`src/verilog/rxbm_consts.vh`:
```
// constants of the receive buffer manager
`ifndef RXBM_CONSTS_VH
`define RXBM_CONSTS_VH
// register offsets (byte addresses)
`define RXBM_OFS_CMD    8'h00
`define RXBM_OFS_DPTR   8'h04
`define RXBM_OFS_CFG    8'h08
`define RXBM_OFS_ISR    8'h0c
`define RXBM_OFS_STAT   8'h10
// command register fields
`define RXBM_CMD_ENA    0
`define RXBM_CMD_DIS    1
// config register fields and reset value
`define RXBM_CFG_DRN_LO 0
`define RXBM_CFG_DRN_HI 11
`define RXBM_CFG_MXB_LO 20
`define RXBM_CFG_MXB_HI 22
`define RXBM_CFG_RST    32'h0000_0100
// interrupt status bits
`define RXBM_ISR_IDLE   0
`define RXBM_ISR_OVR    1
// descriptor cmdsts fields
`define RXBM_DS_OWN     31
`define RXBM_DS_MORE    30
`define RXBM_DS_FAE     18
`define RXBM_DS_CRC     17
// descriptor geometry in bytes
`define RXBM_DESC_BYTES 16'h000c
`define RXBM_WORD_BYTES 16'h0004
// fifo capacity in bytes and packet status depth
`define RXBM_FIFO_CAP   12'h800
`define RXBM_PQ_DEPTH   3'h4
`endif

```
`src/verilog/rxbm_engine.v`:
```
// receive descriptor and buffer manager with apb registers
//
// What this block does
// - drain only above level or whole packet
// - enable in idle fetches descriptor in burst
// - cache holds one buffer pointer and count
// - 32-bit pointer addresses current descriptor
// - done flag set on completion, cleared on load
// - packet count up at mac end, down processed
// - current packet byte count capped at capacity
// - drain ready: packets above zero or bytes above level
// - idle, enabled, not done: fetch, enter fetch
// - idle, enabled, done: refresh link, then advance
// - fetch done: owned idle event, else waits fifo
// - drain min of packet and buffer bytes
// - buffer full mid packet: writeback own and more
// - packet end: writeback own, final status, size
// - fragment returns to wait, status to advance
// - advance non-null: load link, clear done, fetch
// - advance null: set done, idle event, idle
// - status only in last descriptor, bytes written in each
// - out of descriptors: buffer, overrun flagged
//
// The register offsets and register access over APB were decided locally.
`timescale 1ns/1ps
`include "rxbm_consts.vh"
module rxbm_engine (
    // clock and reset
    input  wire        clk_sys,
    input  wire        arst_n,
    // apb slave
    input  wire        psel,
    input  wire        penable,
    input  wire        pwrite,
    input  wire [7:0]  paddr,
    input  wire [31:0] pwdata,
    output reg  [31:0] prdata,
    output wire        pready,
    output wire        pslverr,
    // mac fill side of the receive fifo
    input  wire        mac_byte_in,
    input  wire        mac_pkt_end,
    input  wire [15:0] mac_pkt_len,
    input  wire        mac_crc_err,
    input  wire        frame_alignment_error,
    // shared bus master
    output reg         bm_req,
    output reg         bm_write,
    output reg         bm_from_fifo,
    output reg  [31:0] bm_addr,
    output reg  [15:0] bm_len,
    output reg  [31:0] bm_wdata,
    input  wire        transfer_complete,
    input  wire        bm_rvalid,
    input  wire [31:0] bm_rdata
);

////////////////////////////////////////////////////////////////////////
localparam [2:0] ST_IDLE = 3'h0;
localparam [2:0] ST_REFR = 3'h1;
localparam [2:0] ST_FTCH = 3'h2;
localparam [2:0] ST_WAIT = 3'h3;
localparam [2:0] ST_BWR  = 3'h4;
localparam [2:0] ST_SWB  = 3'h5;
localparam [2:0] ST_ADV  = 3'h6;

reg  [2:0]  state_q;
reg         receive_enable_cmd_q;
reg  [31:0] current_desc_pointer_q;
reg         desc_done_flag_q;
reg  [31:0] receive_config_reg_q;
reg         isr_idle_q;
reg         isr_ovr_q;
// descriptor_cache: link, cmdsts, one pointer/count pair
reg  [31:0] cache_link_q;
reg  [31:0] cache_cmdsts_q;
reg  [15:0] buffer_bytes_left_q;
reg  [31:0] buffer_write_pointer_q;
reg  [1:0]  word_idx_q;
// fifo accounting
reg  [11:0] fifo_fill_q;
reg  [2:0]  fifo_packet_count_q;
reg  [15:0] drained_q;
reg  [15:0] written_q;
reg  [17:0] pq_mem [0:3];
reg  [1:0]  pq_wr_q;
reg  [1:0]  pq_rd_q;

wire [11:0] drain_level;
wire [2:0]  max_burst_field;
wire [17:0] head;
reg  [15:0] fifo_packet_bytes;
reg  [15:0] pkt_rest;
wire        drain_ready;
wire [15:0] xfer_len;
wire [15:0] desc_len;
wire        pkt_closed;

assign drain_level     = receive_config_reg_q[`RXBM_CFG_DRN_HI:
                                              `RXBM_CFG_DRN_LO];
assign max_burst_field = receive_config_reg_q[`RXBM_CFG_MXB_HI:
                                              `RXBM_CFG_MXB_LO];
assign head            = pq_mem[pq_rd_q];

////////////////////////////////////////////////////////////////////////
// apb slave, zero wait states
wire acc    = psel & penable;
wire wr_en  = acc & pwrite;
wire mapped = (paddr == `RXBM_OFS_CMD) | (paddr == `RXBM_OFS_DPTR) |
              (paddr == `RXBM_OFS_CFG) | (paddr == `RXBM_OFS_ISR) |
              (paddr == `RXBM_OFS_STAT);
wire wr_cmd  = wr_en & (paddr == `RXBM_OFS_CMD);
wire wr_dptr = wr_en & (paddr == `RXBM_OFS_DPTR);
wire wr_cfg  = wr_en & (paddr == `RXBM_OFS_CFG);
wire wr_isr  = wr_en & (paddr == `RXBM_OFS_ISR);

// every access completes in its first access cycle
assign pready  = 1'b1;
assign pslverr = acc & ~mapped;

// read data is taken in the setup cycle so that it comes from a flop
// and stands unchanged through the access cycle
reg  [31:0] rd_mux;
always @* begin
    rd_mux = 32'h0000_0000;
    case (paddr)
        `RXBM_OFS_CMD:  rd_mux = {31'h0, receive_enable_cmd_q};
        `RXBM_OFS_DPTR: rd_mux = current_desc_pointer_q;
        `RXBM_OFS_CFG:  rd_mux = receive_config_reg_q;
        `RXBM_OFS_ISR:  rd_mux = {30'h0, isr_ovr_q, isr_idle_q};
        `RXBM_OFS_STAT: rd_mux = {fifo_packet_bytes,
                                  5'h00, fifo_packet_count_q,
                                  4'h0, desc_done_flag_q, state_q};
        default:        rd_mux = 32'h0000_0000;
    endcase
end

always @(posedge clk_sys or negedge arst_n) begin
    if (!arst_n)
        prdata <= 32'h0000_0000;
    else if (psel & ~penable & ~pwrite)
        prdata <= rd_mux;
    else
        prdata <= 32'h0000_0000;
end

////////////////////////////////////////////////////////////////////////
// drain condition and transfer lengths
// bytes lost to an overrun never come out, so the head packet counts
// no more than the fifo really holds
always @* begin
    pkt_rest = head[15:0] - drained_q;
    if ((fifo_packet_count_q != 3'h0) &&
        (pkt_rest < {4'h0, fifo_fill_q}))
        fifo_packet_bytes = pkt_rest;
    else
        fifo_packet_bytes = {4'h0, fifo_fill_q};
end

assign drain_ready = (fifo_packet_count_q != 3'h0) |
                     (fifo_packet_bytes > {4'h0, drain_level});
assign xfer_len = (fifo_packet_bytes < buffer_bytes_left_q) ?
                  fifo_packet_bytes : buffer_bytes_left_q;
// a zero field asks for the whole descriptor
assign desc_len = (max_burst_field == 3'h0) ? `RXBM_DESC_BYTES :
                  (({13'h0, max_burst_field} << 2) < `RXBM_DESC_BYTES) ?
                  ({13'h0, max_burst_field} << 2) : `RXBM_DESC_BYTES;
assign pkt_closed = (fifo_packet_count_q != 3'h0) &
                    (fifo_packet_bytes == 16'h0000);

// status words written back: own always set, more marks a continued
// packet, mac errors only in the last one, the bytes written to its buffer in each
wire [31:0] more_status  = {2'b11, 14'h0000, written_q};
wire [31:0] final_status = {2'b10, 11'h000, head[17], head[16], 1'b0,
                            written_q};

// a completion only counts while a request stands
wire ev_xfer = bm_req & transfer_complete;
wire drain_done = ev_xfer & (state_q == ST_BWR);
wire final_done = ev_xfer & (state_q == ST_SWB) &
                  ~cache_cmdsts_q[`RXBM_DS_MORE];
wire fifo_full  = (fifo_fill_q == `RXBM_FIFO_CAP);
wire pq_full    = (fifo_packet_count_q == `RXBM_PQ_DEPTH);

////////////////////////////////////////////////////////////////////////
// fifo accounting
always @(posedge clk_sys or negedge arst_n) begin
    if (!arst_n) begin
        fifo_fill_q         <= 12'h000;
        fifo_packet_count_q <= 3'h0;
        drained_q           <= 16'h0000;
        pq_wr_q             <= 2'h0;
        pq_rd_q             <= 2'h0;
    end else begin
        // bytes keep landing while no descriptor drains them
        fifo_fill_q <= fifo_fill_q
                       + {11'h0, mac_byte_in & ~fifo_full}
                       - (drain_done ? bm_len[11:0] : 12'h000);
        if (drain_done)
            drained_q <= drained_q + bm_len;
        else if (final_done)
            drained_q <= 16'h0000;
        // ends beyond the queue depth are dropped and flagged as overrun
        if (mac_pkt_end & ~pq_full) begin
            pq_mem[pq_wr_q] <= {frame_alignment_error, mac_crc_err,
                                mac_pkt_len};
            pq_wr_q         <= pq_wr_q + 2'h1;
        end
        if (final_done)
            pq_rd_q <= pq_rd_q + 2'h1;
        fifo_packet_count_q <= fifo_packet_count_q
                               + {2'h0, mac_pkt_end & ~pq_full}
                               - {2'h0, final_done};
    end
end

////////////////////////////////////////////////////////////////////////
// registers and the receive state machine
always @(posedge clk_sys or negedge arst_n) begin
    if (!arst_n) begin
        state_q                <= ST_IDLE;
        receive_enable_cmd_q   <= 1'b0;
        current_desc_pointer_q <= 32'h0000_0000;
        desc_done_flag_q       <= 1'b0;
        receive_config_reg_q   <= `RXBM_CFG_RST;
        isr_idle_q             <= 1'b0;
        isr_ovr_q              <= 1'b0;
        cache_link_q           <= 32'h0000_0000;
        cache_cmdsts_q         <= 32'h0000_0000;
        buffer_bytes_left_q    <= 16'h0000;
        buffer_write_pointer_q <= 32'h0000_0000;
        word_idx_q             <= 2'h0;
        written_q              <= 16'h0000;
        bm_req                 <= 1'b0;
        bm_write               <= 1'b0;
        bm_from_fifo           <= 1'b0;
        bm_addr                <= 32'h0000_0000;
        bm_len                 <= 16'h0000;
        bm_wdata               <= 32'h0000_0000;
    end else begin
        if (wr_cmd & pwdata[`RXBM_CMD_ENA])
            receive_enable_cmd_q <= 1'b1;
        else if (wr_cmd & pwdata[`RXBM_CMD_DIS])
            receive_enable_cmd_q <= 1'b0;
        if (wr_cfg)
            receive_config_reg_q <= pwdata;
        if (wr_dptr) begin
            current_desc_pointer_q <= pwdata;
            desc_done_flag_q       <= 1'b0;
        end
        // set wins over a write-one clear
        if (wr_isr & pwdata[`RXBM_ISR_OVR])
            isr_ovr_q <= 1'b0;
        // a byte or a packet end that finds no room is lost
        if ((mac_byte_in & fifo_full) | (mac_pkt_end & pq_full))
            isr_ovr_q <= 1'b1;
        if (wr_isr & pwdata[`RXBM_ISR_IDLE])
            isr_idle_q <= 1'b0;
        // descriptor words arrive link, cmdsts, buffer pointer
        if (bm_rvalid & bm_req & ~bm_write) begin
            word_idx_q <= word_idx_q + 2'h1;
            case (word_idx_q)
                2'h0: cache_link_q <= bm_rdata;
                2'h1: begin
                    cache_cmdsts_q      <= bm_rdata;
                    buffer_bytes_left_q <= bm_rdata[15:0];
                end
                2'h2: buffer_write_pointer_q <= bm_rdata;
                default: word_idx_q <= word_idx_q;
            endcase
        end
        if (ev_xfer)
            bm_req <= 1'b0;
        case (state_q)
            ST_IDLE: begin
                if (receive_enable_cmd_q) begin
                    word_idx_q   <= 2'h0;
                    bm_req       <= 1'b1;
                    bm_write     <= 1'b0;
                    bm_from_fifo <= 1'b0;
                    bm_addr      <= current_desc_pointer_q;
                    if (desc_done_flag_q) begin
                        bm_len  <= `RXBM_WORD_BYTES;
                        state_q <= ST_REFR;
                    end else begin
                        bm_len  <= desc_len;
                        state_q <= ST_FTCH;
                    end
                end
            end
            ST_REFR: begin
                if (ev_xfer)
                    state_q <= ST_ADV;
            end
            ST_FTCH: begin
                if (ev_xfer) begin
                    written_q <= 16'h0000;
                    if (cache_cmdsts_q[`RXBM_DS_OWN]) begin
                        isr_idle_q <= 1'b1;
                        state_q    <= ST_IDLE;
                    end else begin
                        state_q <= ST_WAIT;
                    end
                end
            end
            ST_WAIT: begin
                // prepared every cycle, used only once a writeback starts
                bm_addr <= current_desc_pointer_q + 32'h0000_0004;
                if ((buffer_bytes_left_q == 16'h0000) &
                    (fifo_packet_bytes != 16'h0000)) begin
                    bm_req       <= 1'b1;
                    bm_write     <= 1'b1;
                    bm_from_fifo <= 1'b0;
                    bm_len       <= `RXBM_WORD_BYTES;
                    bm_wdata     <= more_status;
                    cache_cmdsts_q[`RXBM_DS_MORE] <= 1'b1;
                    state_q      <= ST_SWB;
                end else if (pkt_closed) begin
                    bm_req       <= 1'b1;
                    bm_write     <= 1'b1;
                    bm_from_fifo <= 1'b0;
                    bm_len       <= `RXBM_WORD_BYTES;
                    bm_wdata     <= final_status;
                    cache_cmdsts_q[`RXBM_DS_MORE] <= 1'b0;
                    state_q      <= ST_SWB;
                end else if (drain_ready &
                             (fifo_packet_bytes != 16'h0000)) begin
                    bm_req       <= 1'b1;
                    bm_write     <= 1'b1;
                    bm_from_fifo <= 1'b1;
                    bm_addr      <= buffer_write_pointer_q;
                    bm_len       <= xfer_len;
                    buffer_bytes_left_q <= buffer_bytes_left_q - xfer_len;
                    state_q      <= ST_BWR;
                end
            end
            ST_BWR: begin
                if (ev_xfer) begin
                    buffer_write_pointer_q <= buffer_write_pointer_q
                                              + {16'h0, bm_len};
                    written_q <= written_q + bm_len;
                    state_q   <= ST_WAIT;
                end
            end
            ST_SWB: begin
                if (ev_xfer)
                    state_q <= ST_ADV;
            end
            ST_ADV: begin
                if (cache_link_q != 32'h0000_0000) begin
                    current_desc_pointer_q <= cache_link_q;
                    desc_done_flag_q <= 1'b0;
                    word_idx_q   <= 2'h0;
                    bm_req       <= 1'b1;
                    bm_write     <= 1'b0;
                    bm_from_fifo <= 1'b0;
                    bm_addr      <= cache_link_q;
                    bm_len       <= desc_len;
                    state_q      <= ST_FTCH;
                end else begin
                    // a pointer load in the same cycle keeps it clear
                    desc_done_flag_q <= ~wr_dptr;
                    isr_idle_q       <= 1'b1;
                    state_q          <= ST_IDLE;
                end
            end
            default: state_q <= ST_IDLE;
        endcase
    end
end

endmodule // rxbm_engine
```
`config.mk`:
```
export PLATFORM = sky130hd
export DESIGN_NAME = rxbm_engine
export DESIGN_NICKNAME = d
export VERILOG_FILES = /design/src/verilog/rxbm_engine.v
export VERILOG_INCLUDE_DIRS = /design/src /design/src/verilog
export SDC_FILE = /design/constraint.sdc
export NUM_CORES = 1
export LEC_CHECK = 0
export ABC_AREA = 1
export BUFFER_PORTS_ARGS = -buffer_cell sky130_fd_sc_hd__buf_2
export CORE_MARGIN = 2
export CORE_UTILIZATION = 30
export DETAILED_ROUTE_END_ITERATION = 10
export GPL_TIMING_DRIVEN = 1
export PLACE_DENSITY = 0.45
export SKIP_CTS_REPAIR_TIMING = 1
export SLEW_MARGIN = 40
export SYNTH_ARGS = -nofsm -noshare
export SYNTH_HDL_FRONTEND = slang
export SYNTH_SLANG_ARGS = --single-unit
```
`constraint.sdc`:
```
create_clock -name clk_sys -period 6.05 [get_ports clk_sys]
set_input_delay 1.21 -clock clk_sys [delete_from_list [all_inputs] [get_ports clk_sys]]
set_output_delay 1.21 -clock clk_sys [all_outputs]
set_load 0.05 [all_outputs]
```
Word-level counts from Yosys, hierarchy flattened:

Memories as Yosys holds them, arrays and structs flattened.
Index checks and enable logic that the tools add are counted.

* bits in registers: 351
* bits in writable memories: 72
* input bits: 99
* output and inout bits: 117
* word-level logic and storage cells: 222
* memories: 1

Memories
* pq_mem: depth 4, bits a word 18, rd ports 1, clocked after memory_dff 0, wr ports 1, line rxbm_engine.v:85 `reg [17:0] pq_mem [0:3];`

* add/subtract/negate cells: 13
* order comparisons: 4
* eq/ne operators: 20
* mux-type cells: 91
* bitwise logic cells: 40
* reductions and logical operators: 27

Operator list (count)
* $mux W32: 15
* $mux W16: 17
* $pmux W32 S5: 1
* $pmux W32 S3: 1
* $mux W31: 2
* $pmux W16 S3: 1
* $add A16 B16 Y16: 2
* $add A32 B16 Y32: 1
* $add A32 B3 Y32 const B: 1
* $logic_not A16 Y1: 2
* $pmux W16 S2: 1
* $reduce_bool A32 Y1: 1
* $sub A16 B16 Y16: 2
* $mux W1: 29
* $and A1 B1 Y1: 26
* $mux W3: 7
* $pmux W3 S6: 1
* $eq A8 B4 Y1 const B: 2
* $gt A16 B12 Y1: 1
* $lt A16 B12 Y1: 1
* $lt A16 B16 Y1: 1
* $reduce_bool A16 Y1: 1
* $mux W5: 3
* $mux W2: 7
* other kinds (35): 69

Depth between registers and ports, before layout:

Gate-level depths: netlist (run 1).
An unclocked memory read counts as a cell.

* word-level depth: 12
* mapped depth: 56
* depth with buffers taken out: 53

Least setup slack after synthesis (run 1):

Ideal clock, no wire load.

* kind: register to register
* start point: register pq_rd_q[0]
* end point: register buffer_bytes_left_q[14]
* arrival: 6524 ps
* data required time: 5973 ps
* setup slack: -552 ps
* cell stages (with the launch flop): 54
* cells stage by stage: dfrtp_1 buf_2 clkbuf_1 a21oi_1 a32o_1 ha_1 inv_1 fa_1 nand2_1 nand2_1 nand3b_1 nand2_1 nand3_1 nand3_1 xnor2_1 inv_1 ha_1 nand2_1 (+18 left out) inv_1 ha_1 inv_1 fa_1 nand3_1 nand2_1 nand2_1 o211ai_1 nand2_1 nand2_1 a21oi_1 o21ai_0 a21oi_1 nor2_1 nor2_1 xnor2_1 nor2_1 a21oi_1

* longest elaborated chain between the ends: 12
* elaborated cells on any way between the ends: 19

Ends and longest elaborated chain
* start: declaration: line rxbm_engine.v:87 `reg [1:0] pq_rd_q;`
* start signal: assignment: line rxbm_engine.v:210 `pq_rd_q <= pq_rd_q + 2'h1;`
* $mem_v2 Z4 W18 *
* $sub A16 B16 Y16 *: line rxbm_engine.v:152 `pkt_rest = head[15:0] - drained_q;`
* $lt A16 B12 Y1: line rxbm_engine.v:154 `(pkt_rest < {4'h0, fifo_fill_q}))`
* $logic_and A1 B1 Y1: line rxbm_engine.v:153 `if ((fifo_packet_count_q != 3'h0) &&`
* $mux W16 *: line rxbm_engine.v:153
* $lt A16 B16 Y1 or $gt A16 B12 Y1 (tied branches): line rxbm_engine.v:162, rxbm_engine.v:161
* $mux W16 or $or A1 B1 Y1 (tied branches): line rxbm_engine.v:162, rxbm_engine.v:160
* $sub A16 B16 Y16 or $and A1 B1 Y1 (tied branches): line rxbm_engine.v:333, rxbm_engine.v:326
* $mux W16: line rxbm_engine.v:326 `end else if (drain_ready &`
* $mux W16: line rxbm_engine.v:318 `end else if (pkt_closed) begin`
* $mux W16 *: line rxbm_engine.v:309 `if ((buffer_bytes_left_q == 16'h0000) &`
* $mux W16 *: line rxbm_engine.v:274 `case (state_q)`
* end signal: assignment: line rxbm_engine.v:266 `buffer_bytes_left_q <= bm_rdata[15:0];`
* end signal: assignment: line rxbm_engine.v:333 `buffer_bytes_left_q <= buffer_bytes_left_q - xfer_len;`
* end: declaration: line rxbm_engine.v:77 `reg [15:0] buffer_bytes_left_q;`

Mark *: on every way between the ends. The rest lies on a longest branch, timed or not.
A chain may end at the register's enable or synchronous reset.

Worst setup path after layout (run 1):

Same ends and word-level chain as after synthesis.

==> results of run 1 <==
==> placed cells by master, fill, tap and decap left out, drive strengths merged, types with 9 or more instances in the layout <==
master  synthesis  final
a21oi         178    178
a221oi         12     12
a22oi          11     11
a31oi           9      9
buf            41    395
clkbuf         67     69
clkinv          2     16
conb            2     17
dfrtp         308    308
edfxtp         72     72
ha            144    144
inv           389    389
mux2           16     16
nand2         646    647
nand3         100    100
nand4          31     31
nor2          253    253
nor3           30     30
nor4           23     23
o211ai          9      9
o21ai         329    329
o21bai         13     13
o22ai          42     42
or2            36     36
xnor2          19     19
xor2           50     50
==> cells by family (layout without fill, tap and decap cells) <==
logic type               count (synthesis)  after routing  share of synthesized area
AO/OA/AOI/OAI                          633            633                      0.151
AND/OR/NAND/NOR                       1133           1134                      0.209
multiplexers                            16             16                    0.00788
other                                    2             17                   0.000328
buffers and inverters                  499            874                     0.0871
XOR/XNOR                                69             69                     0.0264
flip-flops                             381            381                      0.433
adder cells (fa/ha/maj)                151            151                     0.0849
==> power breakdown <==
| part | leakage (nW) | total (mW) | internal [mW] | switching [mW] |
|---|---|---|---|---|
| Combinational | 8.58 | 9.79 | 4.07 | 5.72 |
| Sequential | 4.50 | 4.36 | 3.38 | 0.983 |
| Clock | 0.717 | 2.74 | 1.56 | 1.18 |
| Total | 13.8 | 16.9 | 9.00 | 7.89 |
==> synth_stat cells (3+ instances only) <==
cell / count
nand2_2: 5
o21ai_1: 45
or2_2: 36
nor2_2: 5
a221oi_1: 12
xor2_1: 50
o22ai_1: 42
clkbuf_1: 67
fa_1: 7
o21a_1: 3
a22oi_1: 11
o2111ai_1: 4
ha_1: 144
buf_4: 24
edfxtp_1: 72
a21oi_1: 177
nand3b_1: 6
o21ai_0: 284
buf_1: 5
a211oi_1: 5
o221ai_1: 5
inv_2: 11
mux2_2: 16
inv_1: 378
a31oi_1: 9
o31ai_1: 3
nand3_1: 99
nor2_1: 247
nor3_1: 28
buf_2: 10
nand2_1: 638
nor4_1: 23
nand4_1: 31
o211ai_1: 9
o21bai_1: 12
and2_1: 5
xnor2_1: 19
dfrtp_1: 308
==> layer usage <==
| layer | vias up | part of all wire | GRT usage |
|---|---|---|---|
| met2 | 625 | 0.47 | 0.360 |
| met3 | 129 | 0.051 | 0.0318 |
| met1 | 10000 | 0.45 | 0.287 |
| met5 | - | 0 | 0 |
| met4 | 0 | 0.032 | 0.0664 |
| li1 | 10200 | - | - |
==> worst max-delay path: cells and delay by family, from the launching register on <==
family,cells,cell delay (ns)
adder cells (fa/ha/maj),6,1.57
AND/OR/NAND/NOR,16,1.18
flip-flops,1,0.48
XOR/XNOR,2,0.28
AO/OA/AOI/OAI,13,1.89
buffers and inverters,9,1.04
==> path summary, 6_finish.rpt <==
path,start,endpoint,slack [ns],cells after the start
min in group asynchronous,arst_n,prdata[8],0.58,1
worst max-delay path,pq_rd_q[0],buffer_bytes_left_q[14],-0.46,46
worst max register to register,pq_rd_q[0],buffer_bytes_left_q[14],-0.46,46
worst min-delay path,receive_config_reg_q[9],receive_config_reg_q[9],0.48,2
worst min register to register,receive_config_reg_q[9],receive_config_reg_q[9],0.48,2
max in group asynchronous,arst_n,buffer_write_pointer_q[16],4.15,3
==> cell type report <==
cell class | count | area, sq um
Timing Repair Buffer | 398 | 2670
Tap cell | 978 | 1220
Clock inverter | 19 | 170
Multi-Input combinational cell | 2020 | 11700
Clock buffer | 66 | 1310
Fill cell | 7796 | 47300
Inverter | 391 | 1480
Sequential cell | 381 | 9900
==> sequential cells by signal, summed over array words and instances (netlist names), 20 cells and up <==
register	flops
bm_addr	32
bm_wdata	20
buffer_write_pointer_q	32
cache_link_q	32
current_desc_pointer_q	32
pq_mem	72
prdata	32
receive_config_reg_q	32
==> through the flow <==
step | TNS, ns | power, mW
CTS | -3.98 | 16.2
global placement | -2.12 | 13.2
finish | -2.05 | 16.9
detailed placement | -3.58 | 13.4
global route | -8.01 | 18.3
floorplan | -0.779 | 9.81
==> results.md, run 1 <==
* First drt pass iteration count at 6
* EDFF count, synth at between 70 and 80
* Crit path time final at between 6 and 7 ns
* Startpoint types: register
* Synth top area share at 0.337
* Largest net degree at the start of global routing at 98
* Num ports at 216
* Cell Pwr Density at slightly below 600 nW/um^2
* Final Hold Vio Count at 0
* Fin crit share at 1.08
* Crit path DAT at a little over 7 ns
* Post-DP HPWL at approximately 66000 um
* Total CTS buffers at 47
* YS warnings at 0
* Via count at 21.0k
* WP data required at 6.57 ns
* Slowest cell on crit path: dfrtp_2
* Placed cells at roughly 4.1k
* Core area at 75700 sq um
* Worst hold path type: reg2reg
* GRT Util Overall at 0.215
* Failing checks: negative setup slack
* H-Tree Level Count at 2
* Avg Vias per Cell at slightly below 5
* Final worst slack at -0.463 ns
* Port-buffer cells at 202
* Post-Syn Area per Cell at roughly 7.9 sq um
* Post-synthesis sequential area ratio at 0.433
* VDD IR-drop max at 233 uV
* First-pass GRT wire length at around 130000 um
* Drt drc at 0
* Mapped Cells at slightly below 3k
* Ys flop type: dfrtp_1
* Placer Congestion at between 0.8 and 0.9
* Delay of the slowest critical-path stage at between 0.4 and 0.5 ns
* Hold Slack at 0.484 ns
* Root cell of the clock tree: clkbuf_16
* Async SR Flop Fraction at 0.811
* Clock-pin slew on the worst setup and hold paths at around 0.060 ns
* Fraction of layout cells with a size suffix above 1 at 0.211
* Initial drt markers at roughly 1.5k
* Grt ovf at 0
* Worst-Skew Late Latency at between 0.6 and 0.7 ns
* Non-Filler Instances at 4253
* Die height at roughly 280 um
* Routed Antenna Nets at 0
* Leading area contributor after synthesis: dfrtp_1
* Post-synthesis cell type count at between 50 and 60
* Sinks on Clock Net at between 300 and 400
* Netlist Area Pre-Place at roughly 23000 sq um
* Crit Path Class: reg2reg
* Leak at approximately 14 nW
* Fin util at 0.376
* Max-cap violation count at 0
* Number of inserted diodes at 0
* DIE AREA at between 70000 and 80000 sq um
* Dpl ws at -0.605 ns
* Worst-path fanout max at 8
* Avg WL per Cell at about 20 um
* Final Max Slew Viols at 0
* Initial antenna violation count at 1
* Setup crit end kind: register
* Post-layout net count at around 3.5k
* Row count at slightly above 100
* Vias in the first global route at 21.1k
* Design area at 28400 sq um
* Status: finished, violations left
* Top post-synthesis cells by area: dfrtp_1, nand2_1, edfxtp_1
* Area Overhead vs Synth at 24.4%
* Total Wirelength at 85800 um
* Die width at 280 um
* RSZ-0062 raised after global routing: yes
* CTS tree: built
* Post-DP Area at roughly 26000 sq um
* Max-Slew Margin vs Limit at 0.453
* F_max at around 150 MHz
* Endpoints failing setup at 9
* Clk buf depth at 3
* Yosys reg bits at ~380
* Clock Skew at roughly 0.029 ns
* Worst-margin pin slew at between 0.8 and 0.9 ns
* Initial core utilization at 0.302
Power figures use the tool's default switching activity.
==> inputs of run 2 (changes only) <==
Settings changed: ABC_AREA 1 to 0.
==> run 2 against run 1 <==
Effect of this change:
- largest cell class unchanged
- count of clock-buffer cells in the layout grew 7
- sequential share of layout area shrank 0.94 points
- the run still ends with negative setup slack left
- largest power group unchanged
- core utilization grew 1.8 points
==> results.md, run 2 <==
* Status: finished, violations left (unchanged)
* Failing checks: negative setup slack (unchanged)
* Post-DP HPWL at 60200 um (was 65600 um)
* YS warnings at 0 (unchanged)
* Initial core utilization at 0.302 (about the same)
* RSZ-0062 raised after global routing: yes (unchanged)
* Area of the multi-input gates at 12500 sq um (was 11700 sq um)
* Most flop-heavy register: pq_mem (unchanged)
* Max-Slew Margin vs Limit at 0.435 (was 0.453)
* Initial drt markers at 1465 (was 1529)
* Top post-synthesis cells by area: dfrtp_1, edfxtp_1, ha_1 (was dfrtp_1, nand2_1, edfxtp_1)
* Post-synthesis compound-gate area fraction at 0.166 (was 0.151)
* Max FFs per register at 72 (unchanged)
* Ys flop type: dfrtp_1 (unchanged)
* Worst hold path type: reg2reg (unchanged)
* Num ports at 216 (unchanged)
* Leading area contributor after synthesis: dfrtp_1 (unchanged)
* Die width at 277 um (was 280 um)
* Final Hold Vio Count at 0 (unchanged)
* Post-layout net count at 2874 (was 3489)
* Grt ovf at 0 (unchanged)
* Total Wirelength at 81500 um (was 85800 um)
* Hold Slack at 0.465 ns (was 0.484 ns)
* Endpoints failing setup at 69 (was 9)
* Placer Congestion at 0.866 (was 0.896)
* Slowest cell on crit path: mux4_2 (was dfrtp_2)
* PnR Total Power at 16.7 mW (was 16.9 mW)
* Area Overhead vs Synth at 30.6% (was 24.4%)
* Sequential cell area at 9900 sq um (about the same)
* Adder-Cell Fraction of Synth Area at 0.0867 (was 0.0849)
* R2R setup slack at -1.63 ns (was -0.46 ns)
* Via count at 19.0k (was 21.0k)
* Final worst slack at -1.63 ns (was -0.463 ns)
* Async SR Flop Fraction at 0.811 (unchanged)
* Core area at 74200 sq um (was 75700 sq um)
* Post-synth top cells: dfrtp_1, nand2_1, nor2_1, o21ai_0, ha_1 (was nand2_1, inv_1, dfrtp_1, o21ai_0, nor2_1)
* Post-synthesis cell type count at 95 (was 59)
* Synth Area in XOR/XNOR at 0.0372 (was 0.0264)
* F_max at 130 MHz (was 154 MHz)
* Fin util at 0.394 (was 0.376)
* Startpoint types: register (unchanged)
* Main combinational cell family by area after synthesis: compound AO/OA/AOI/OAI gates (was simple AND/OR/NAND/NOR gates)
* Placed cells at 3503 (was 4144)
* Yosys reg bits at 381 (unchanged)
* Mapped Cells at 2212 (was 2884)
* Worst-margin pin slew at 0.844 ns (was 0.819 ns)
* Sinks on Clock Net at 381 (unchanged)
* # fillers at 7304 (was 7796)
* Fin crit share at 1.27 (was 1.08)
* Most common cell after layout, fill and taps aside: dfrtp_1 (was nand2_1)
* Worst-path fanout max at 8 (unchanged)
* VDD IR-drop max at 220 uV (was 233 uV)
* WP data required at 6.53 ns (was 6.57 ns)
* Cell Pwr Density at 571 nW/um^2 (was 594 nW/um^2)
* Avg Vias per Cell at 5.24 (was 4.95)
* Non-Filler Instances at 3633 (was 4253)
* Row count at 100 (was 101)
* EDFF count, synth at 72 (unchanged)
* Avg WL per Cell at 22.4 um (was 20.2 um)
* First drt pass iteration count at 6 (unchanged)
* Post-Syn Area per Cell at 10.1 sq um (was 7.93 sq um)
* Crit path time final at 7.68 ns (was 6.51 ns)
* Post-Synth Simple-Gate Area at 0.131 (was 0.209)
* Drt drc at 0 (unchanged)
* Root cell of the clock tree: clkbuf_16 (unchanged)
* Top-count cell post-synth: dfrtp_1 (was nand2_1)
* DIE AREA at 76800 sq um (was 78400 sq um)
* Max-cap violation count at 0 (unchanged)
* Fraction of layout cells with a size suffix above 1 at 0.310 (was 0.211)
* Worst-Skew Late Latency at 0.64 ns (was 0.61 ns)
* CTS tree: built (unchanged)
* Crit Path Class: reg2reg (unchanged)
* Clk buf depth at 3 (unchanged)
* Total CTS buffers at 48 (was 47)
* GRT Util Overall at 0.204 (was 0.215)
* Synth top area share at 0.344 (was 0.337)
* Delay of the slowest critical-path stage at 0.51 ns (was 0.48 ns)
* CP dominant cell by count: a21o_1
* Die height at 277 um (was 280 um)
* H-Tree Level Count at 2 (unchanged)
* Setup crit end kind: register (unchanged)
* Clock-pin slew on the worst setup and hold paths at 0.06 ns (about the same)
* First-pass GRT wire length at 120000 um (was 128000 um)
* Fraction of synthesized area in multiplexers at 0.0915 (was 0.00788)
* Initial antenna violation count at 3 (was 1)
* Leak at 12.9 nW (was 13.8 nW)
* Crit path DAT at 8.16 ns (was 7.04 ns)
* Final Max Slew Viols at 0 (unchanged)
* Largest net degree at the start of global routing at 85 (was 98)
* Netlist Area Pre-Place at 22400 sq um (was 22900 sq um)
* Post-synthesis sequential area ratio at 0.442 (was 0.433)
* Clock Skew at 0.0660 ns (was 0.0286 ns)
* Design area at 29200 sq um (was 28400 sq um)
* Most frequent cells in the layout: dfrtp_1, buf_4, buf_2, nand2_1, nor2_1 (was nand2_1, inv_1, dfrtp_1, o21ai_0, nor2_1)
* Routed Antenna Nets at 0 (unchanged)
* Vias in the first global route at 18.7k (was 21.1k)
* Post-DP Area at 26100 sq um (about the same)
* Port-buffer cells at 202 (unchanged)
run 2: critical path, delay by kind of cell (launching register included):
kind	cells	cell delay, ns
AO/OA/AOI/OAI	25	3.63
adder cells (fa/ha/maj)	6	1.53
multiplexers	2	0.75
AND/OR/NAND/NOR	4	0.59
flip-flops	1	0.40
buffers and inverters	4	0.33
XOR/XNOR	2	0.30
run 2: routing by layer:
metal / track usage / part of all wire / wire length [um]
met2: 0.313 / 0.45 / 36300
met1: 0.305 / 0.48 / 39300
met4: 0.0426 / 0.021 / 1690
met5: 0 / 0 / 0
met3: 0.0250 / 0.051 / 4140
run 2: through the flow:
stage                     setup TNS (ns)  worst slack (ns)
final                             -47.49             -1.63
after global routing              -68.73             -2.02
after CTS                         -69.52             -1.97
after detailed placement          -69.15             -1.96
after global placement            -63.24             -1.75
after floorplan                   -24.91             -1.83
run 2: area by class of cell:
type | instances | share of cell area
Multi-Input combinational cell | 1612 | 0.429
Sequential cell | 381 | 0.339
Timing Repair Buffer | 467 | 0.118
Clock buffer | 73 | 0.0494
Tap cell | 969 | 0.0415
Inverter | 114 | 0.0146
Clock inverter | 16 | 0.00937
Antenna cell | 1 | 0.0000856
run 2: cells by family after synthesis:
logic type      Yosys count
compound gates          557
xor+xnor                 95
fa+ha+maj               151
buf+inv                 234
flops                   381
mux                     167
other cells               2
simple gates            625
run 2: final timing paths:
path                                    from                         end  depth (start not counted)
worst max-delay path              pq_rd_q[0]     buffer_bytes_left_q[14]                         43
worst min-delay path            bm_wdata[31]                bm_wdata[31]                          1
worst max register to register    pq_rd_q[0]     buffer_bytes_left_q[14]                         43
worst min register to register  bm_wdata[31]                bm_wdata[31]                          1
max in group asynchronous             arst_n  buffer_write_pointer_q[16]                          3
min in group asynchronous             arst_n                bm_wdata[31]                          1
run 2: where the power goes:
part	switching [mW]	internal [mW]
Combinational	4.94	4.08
Clock	1.24	1.88
Sequential	1.18	3.37
Total	7.35	9.32
==> inputs of run 3 (changes only) <==
Settings changed: GPL_TIMING_DRIVEN 1 to 0.
==> run 3 against run 2 <==
Effect of this change:
- the flow still finishes with violations (negative setup slack)
- clock skew shrank 0.048 ns
- die area is the same
- power shrank 8.2%
- fmax shrank 8.8%
- clock power shrank 13%
- global-route usage grew 0.90 points
- via count shrank 0.37%
- sequential power shrank 1%
- critical path type unchanged
- critical endpoint is now buffer_bytes_left_q[15]
==> results.md, run 3 (synthesis gave the netlist of run 2 again) <==
* Core area at 74200 sq um (unchanged)
* GRT met3 Usage at 0.0315 (was 0.0250)
* Final Hold Vio Count at 0 (unchanged)
* Status: finished, violations left (unchanged)
* VDD IR-drop max at 228 uV (was 220 uV)
* Sinks on Clock Net at 381 (unchanged)
* Row count at 100 (unchanged)
* Total CTS buffers at 46 (was 48)
* Cell Pwr Density at 551 nW/um^2 (was 571 nW/um^2)
* P_int at 8.29 mW (was 9.32 mW)
* Hold Slack at 0.461 ns (was 0.465 ns)
* Num ports at 216 (unchanged)
* WP data required at 6.52 ns (was 6.53 ns)
* Post-DP Area at 25100 sq um (was 26100 sq um)
* Logic pwr share at 0.529 (was 0.541)
* Max-cap violation count at 0 (unchanged)
* Most frequent cells in the layout: dfrtp_1, nand2_1, buf_2, nor2_1, o21ai_0 (was dfrtp_1, buf_4, buf_2, nand2_1, nor2_1)
* Switch share at 0.459 (was 0.441)
* Leak at 12.1 nW (was 12.9 nW)
* Clock Skew at 0.0182 ns (was 0.0660 ns)
* Crit path time final at 8.42 ns (was 7.68 ns)
* Slowest cell on crit path: mux4_2 (unchanged)
* Clock-pin slew on the worst setup and hold paths at 0.06 ns (about the same)
* R2R setup slack at -2.37 ns (was -1.63 ns)
* Setup TNS at -98.06 ns (was -47.49 ns)
* Routed Antenna Nets at 0 (unchanged)
* Switch Pwr at 7.02 mW (was 7.35 mW)
* Clk buf depth at 3 (unchanged)
* Final worst slack at -2.37 ns (was -1.63 ns)
* Area of the multi-input gates at 12100 sq um (was 12500 sq um)
* Most common cell after layout, fill and taps aside: dfrtp_1 (unchanged)
* Final Max Slew Viols at 0 (unchanged)
* Worst-margin pin slew at 0.954 ns (was 0.844 ns)
* Die width at 277 um (unchanged)
* Die height at 277 um (unchanged)
* # fillers at 7439 (was 7304)
* Most flop-heavy register: pq_mem (unchanged)
* Max-Slew Margin vs Limit at 0.355 (was 0.435)
* Placer Congestion at 0.897 (was 0.866)
* Delay of the slowest critical-path stage at 0.56 ns (was 0.51 ns)
* Worst-path fanout max at 6 (was 8)
* Port-buffer cells at 202 (unchanged)
* RSZ-0062 raised after global routing: yes (unchanged)
* Largest net degree at the start of global routing at 68 (was 85)
* PnR Total Power at 15.3 mW (was 16.7 mW)
* GRT Util Overall at 0.213 (was 0.204)
* Root cell of the clock tree: clkbuf_16 (unchanged)
* H-Tree Level Count at 2 (unchanged)
* DIE AREA at 76800 sq um (unchanged)
* Total Wirelength at 83900 um (was 81500 um)
* Fin crit share at 1.39 (was 1.27)
* Drt drc at 0 (unchanged)
* Fraction of layout cells with a size suffix above 1 at 0.239 (was 0.310)
* Sequential share of power at 0.293 (was 0.273)
* Clock share of power at 0.178 (was 0.187)
* Worst-Skew Late Latency at 0.59 ns (was 0.64 ns)
* Dpl ws at -3.78 ns (was -1.96 ns)
* Max FFs per register at 72 (unchanged)
* Met2 GRT Util at 0.331 (was 0.313)
* GRT busiest layer: met2 (unchanged)
* Endpoints failing setup at 70 (was 69)
* Failing checks: negative setup slack (unchanged)
* Startpoint types: register (unchanged)
* Initial drt markers at 1641 (was 1465)
* Crit path DAT at 8.88 ns (was 8.16 ns)
* Worst hold path type: reg2reg (unchanged)
* Avg WL per Cell at 23.5 um (was 22.4 um)
* CTS tree: built (unchanged)
* Initial antenna violation count at 0 (was 3)
* Setup crit end kind: register (unchanged)
* Post-layout net count at 2822 (was 2874)
* Grt ovf at 0 (unchanged)
* Number of inserted diodes at 0 (was 1)
* Area Overhead vs Synth at 24.1% (was 30.6%)
* Avg Vias per Cell at 5.31 (was 5.24)
* First drt pass iteration count at 8 (was 6)
* Post-DP HPWL at 64400 um (was 60200 um)
* Initial core utilization at 0.302 (unchanged)
* Crit Path Class: reg2reg (unchanged)
* Grt met1 use at 0.304 (was 0.305)
* Design area at 27800 sq um (was 29200 sq um)
* Vias in the first global route at 18.5k (was 18.7k)
* Sequential cell area at 9900 sq um (unchanged)
* First-pass GRT wire length at 123000 um (was 120000 um)
* F_max at 119 MHz (was 130 MHz)
* Via count at 19.0k (about the same)
==> run 3: cell types whose count changed in the layout (fill, tap and decap cells not counted), moves of 9 or more <==
cell	change
nand2_4	-13
nand2_2	-12
buf_2	+9
buf_4	-129
clkbuf_1	+64
nor2_1	+11
nand2_1	+25
==> run 3: final cells by class <==
class / instances / area share
Clock inverter: 20 / 0.00559
Clock buffer: 61 / 0.0471
Timing Repair Buffer: 297 / 0.0701
Multi-Input combinational cell: 1612 / 0.436
Sequential cell: 381 / 0.356
Tap cell: 969 / 0.0437
Inverter: 114 / 0.0154
Buffer: 120 / 0.0261
==> run 3: per-layer routing <==
metal | vias up | wire, um
met2 | 567 | 37600
met1 | 9505 | 39000
met3 | 105 | 4820
met4 | 0 | 2430
li1 | 8790 | -
met5 | - | 0
==> run 3: worst paths after layout <==
path	startpoint	to	cells after the start
hold / removal	bm_wdata[31]	bm_wdata[31]	1
min in group asynchronous	arst_n	bm_wdata[1]	1
hold reg to reg	bm_wdata[31]	bm_wdata[31]	1
max in group asynchronous	arst_n	cache_link_q[29]	4
setup reg to reg	pq_rd_q[0]	buffer_bytes_left_q[15]	46
setup / recovery	pq_rd_q[0]	buffer_bytes_left_q[15]	46
==> run 3: worst max-delay path, delay by kind of cell, from the launching register on <==
family / cells / cell delay, ns
AO/OA/AOI/OAI: 22 / 3.57
adder cells (fa/ha/maj): 5 / 1.32
buffers and inverters: 9 / 1.05
AND/OR/NAND/NOR: 7 / 0.90
multiplexers: 2 / 0.81
flip-flops: 1 / 0.42
XOR/XNOR: 1 / 0.22
==> run 3: power by group through the flow <==
stage	Clock (mW)	Sequential, mW	Combinational (mW)
2_1_floorplan	0	4.47	4.71
3_3_place_gp	0	4.50	6.89
3_5_place_dp	0	4.52	7.08
4_1_cts	2.79	4.47	7.13
5_1_grt	2.89	4.57	8.86
6_report	2.72	4.49	8.10
==> run 3: per-stage QoR <==
stage / std cells / util
finish: 3574 / 0.374
global route: 3574 / 0.374
CTS: 3491 / 0.358
detailed placement: 3410 / 0.338
global placement: 3398 / 0.334
floorplan: 2227 / -
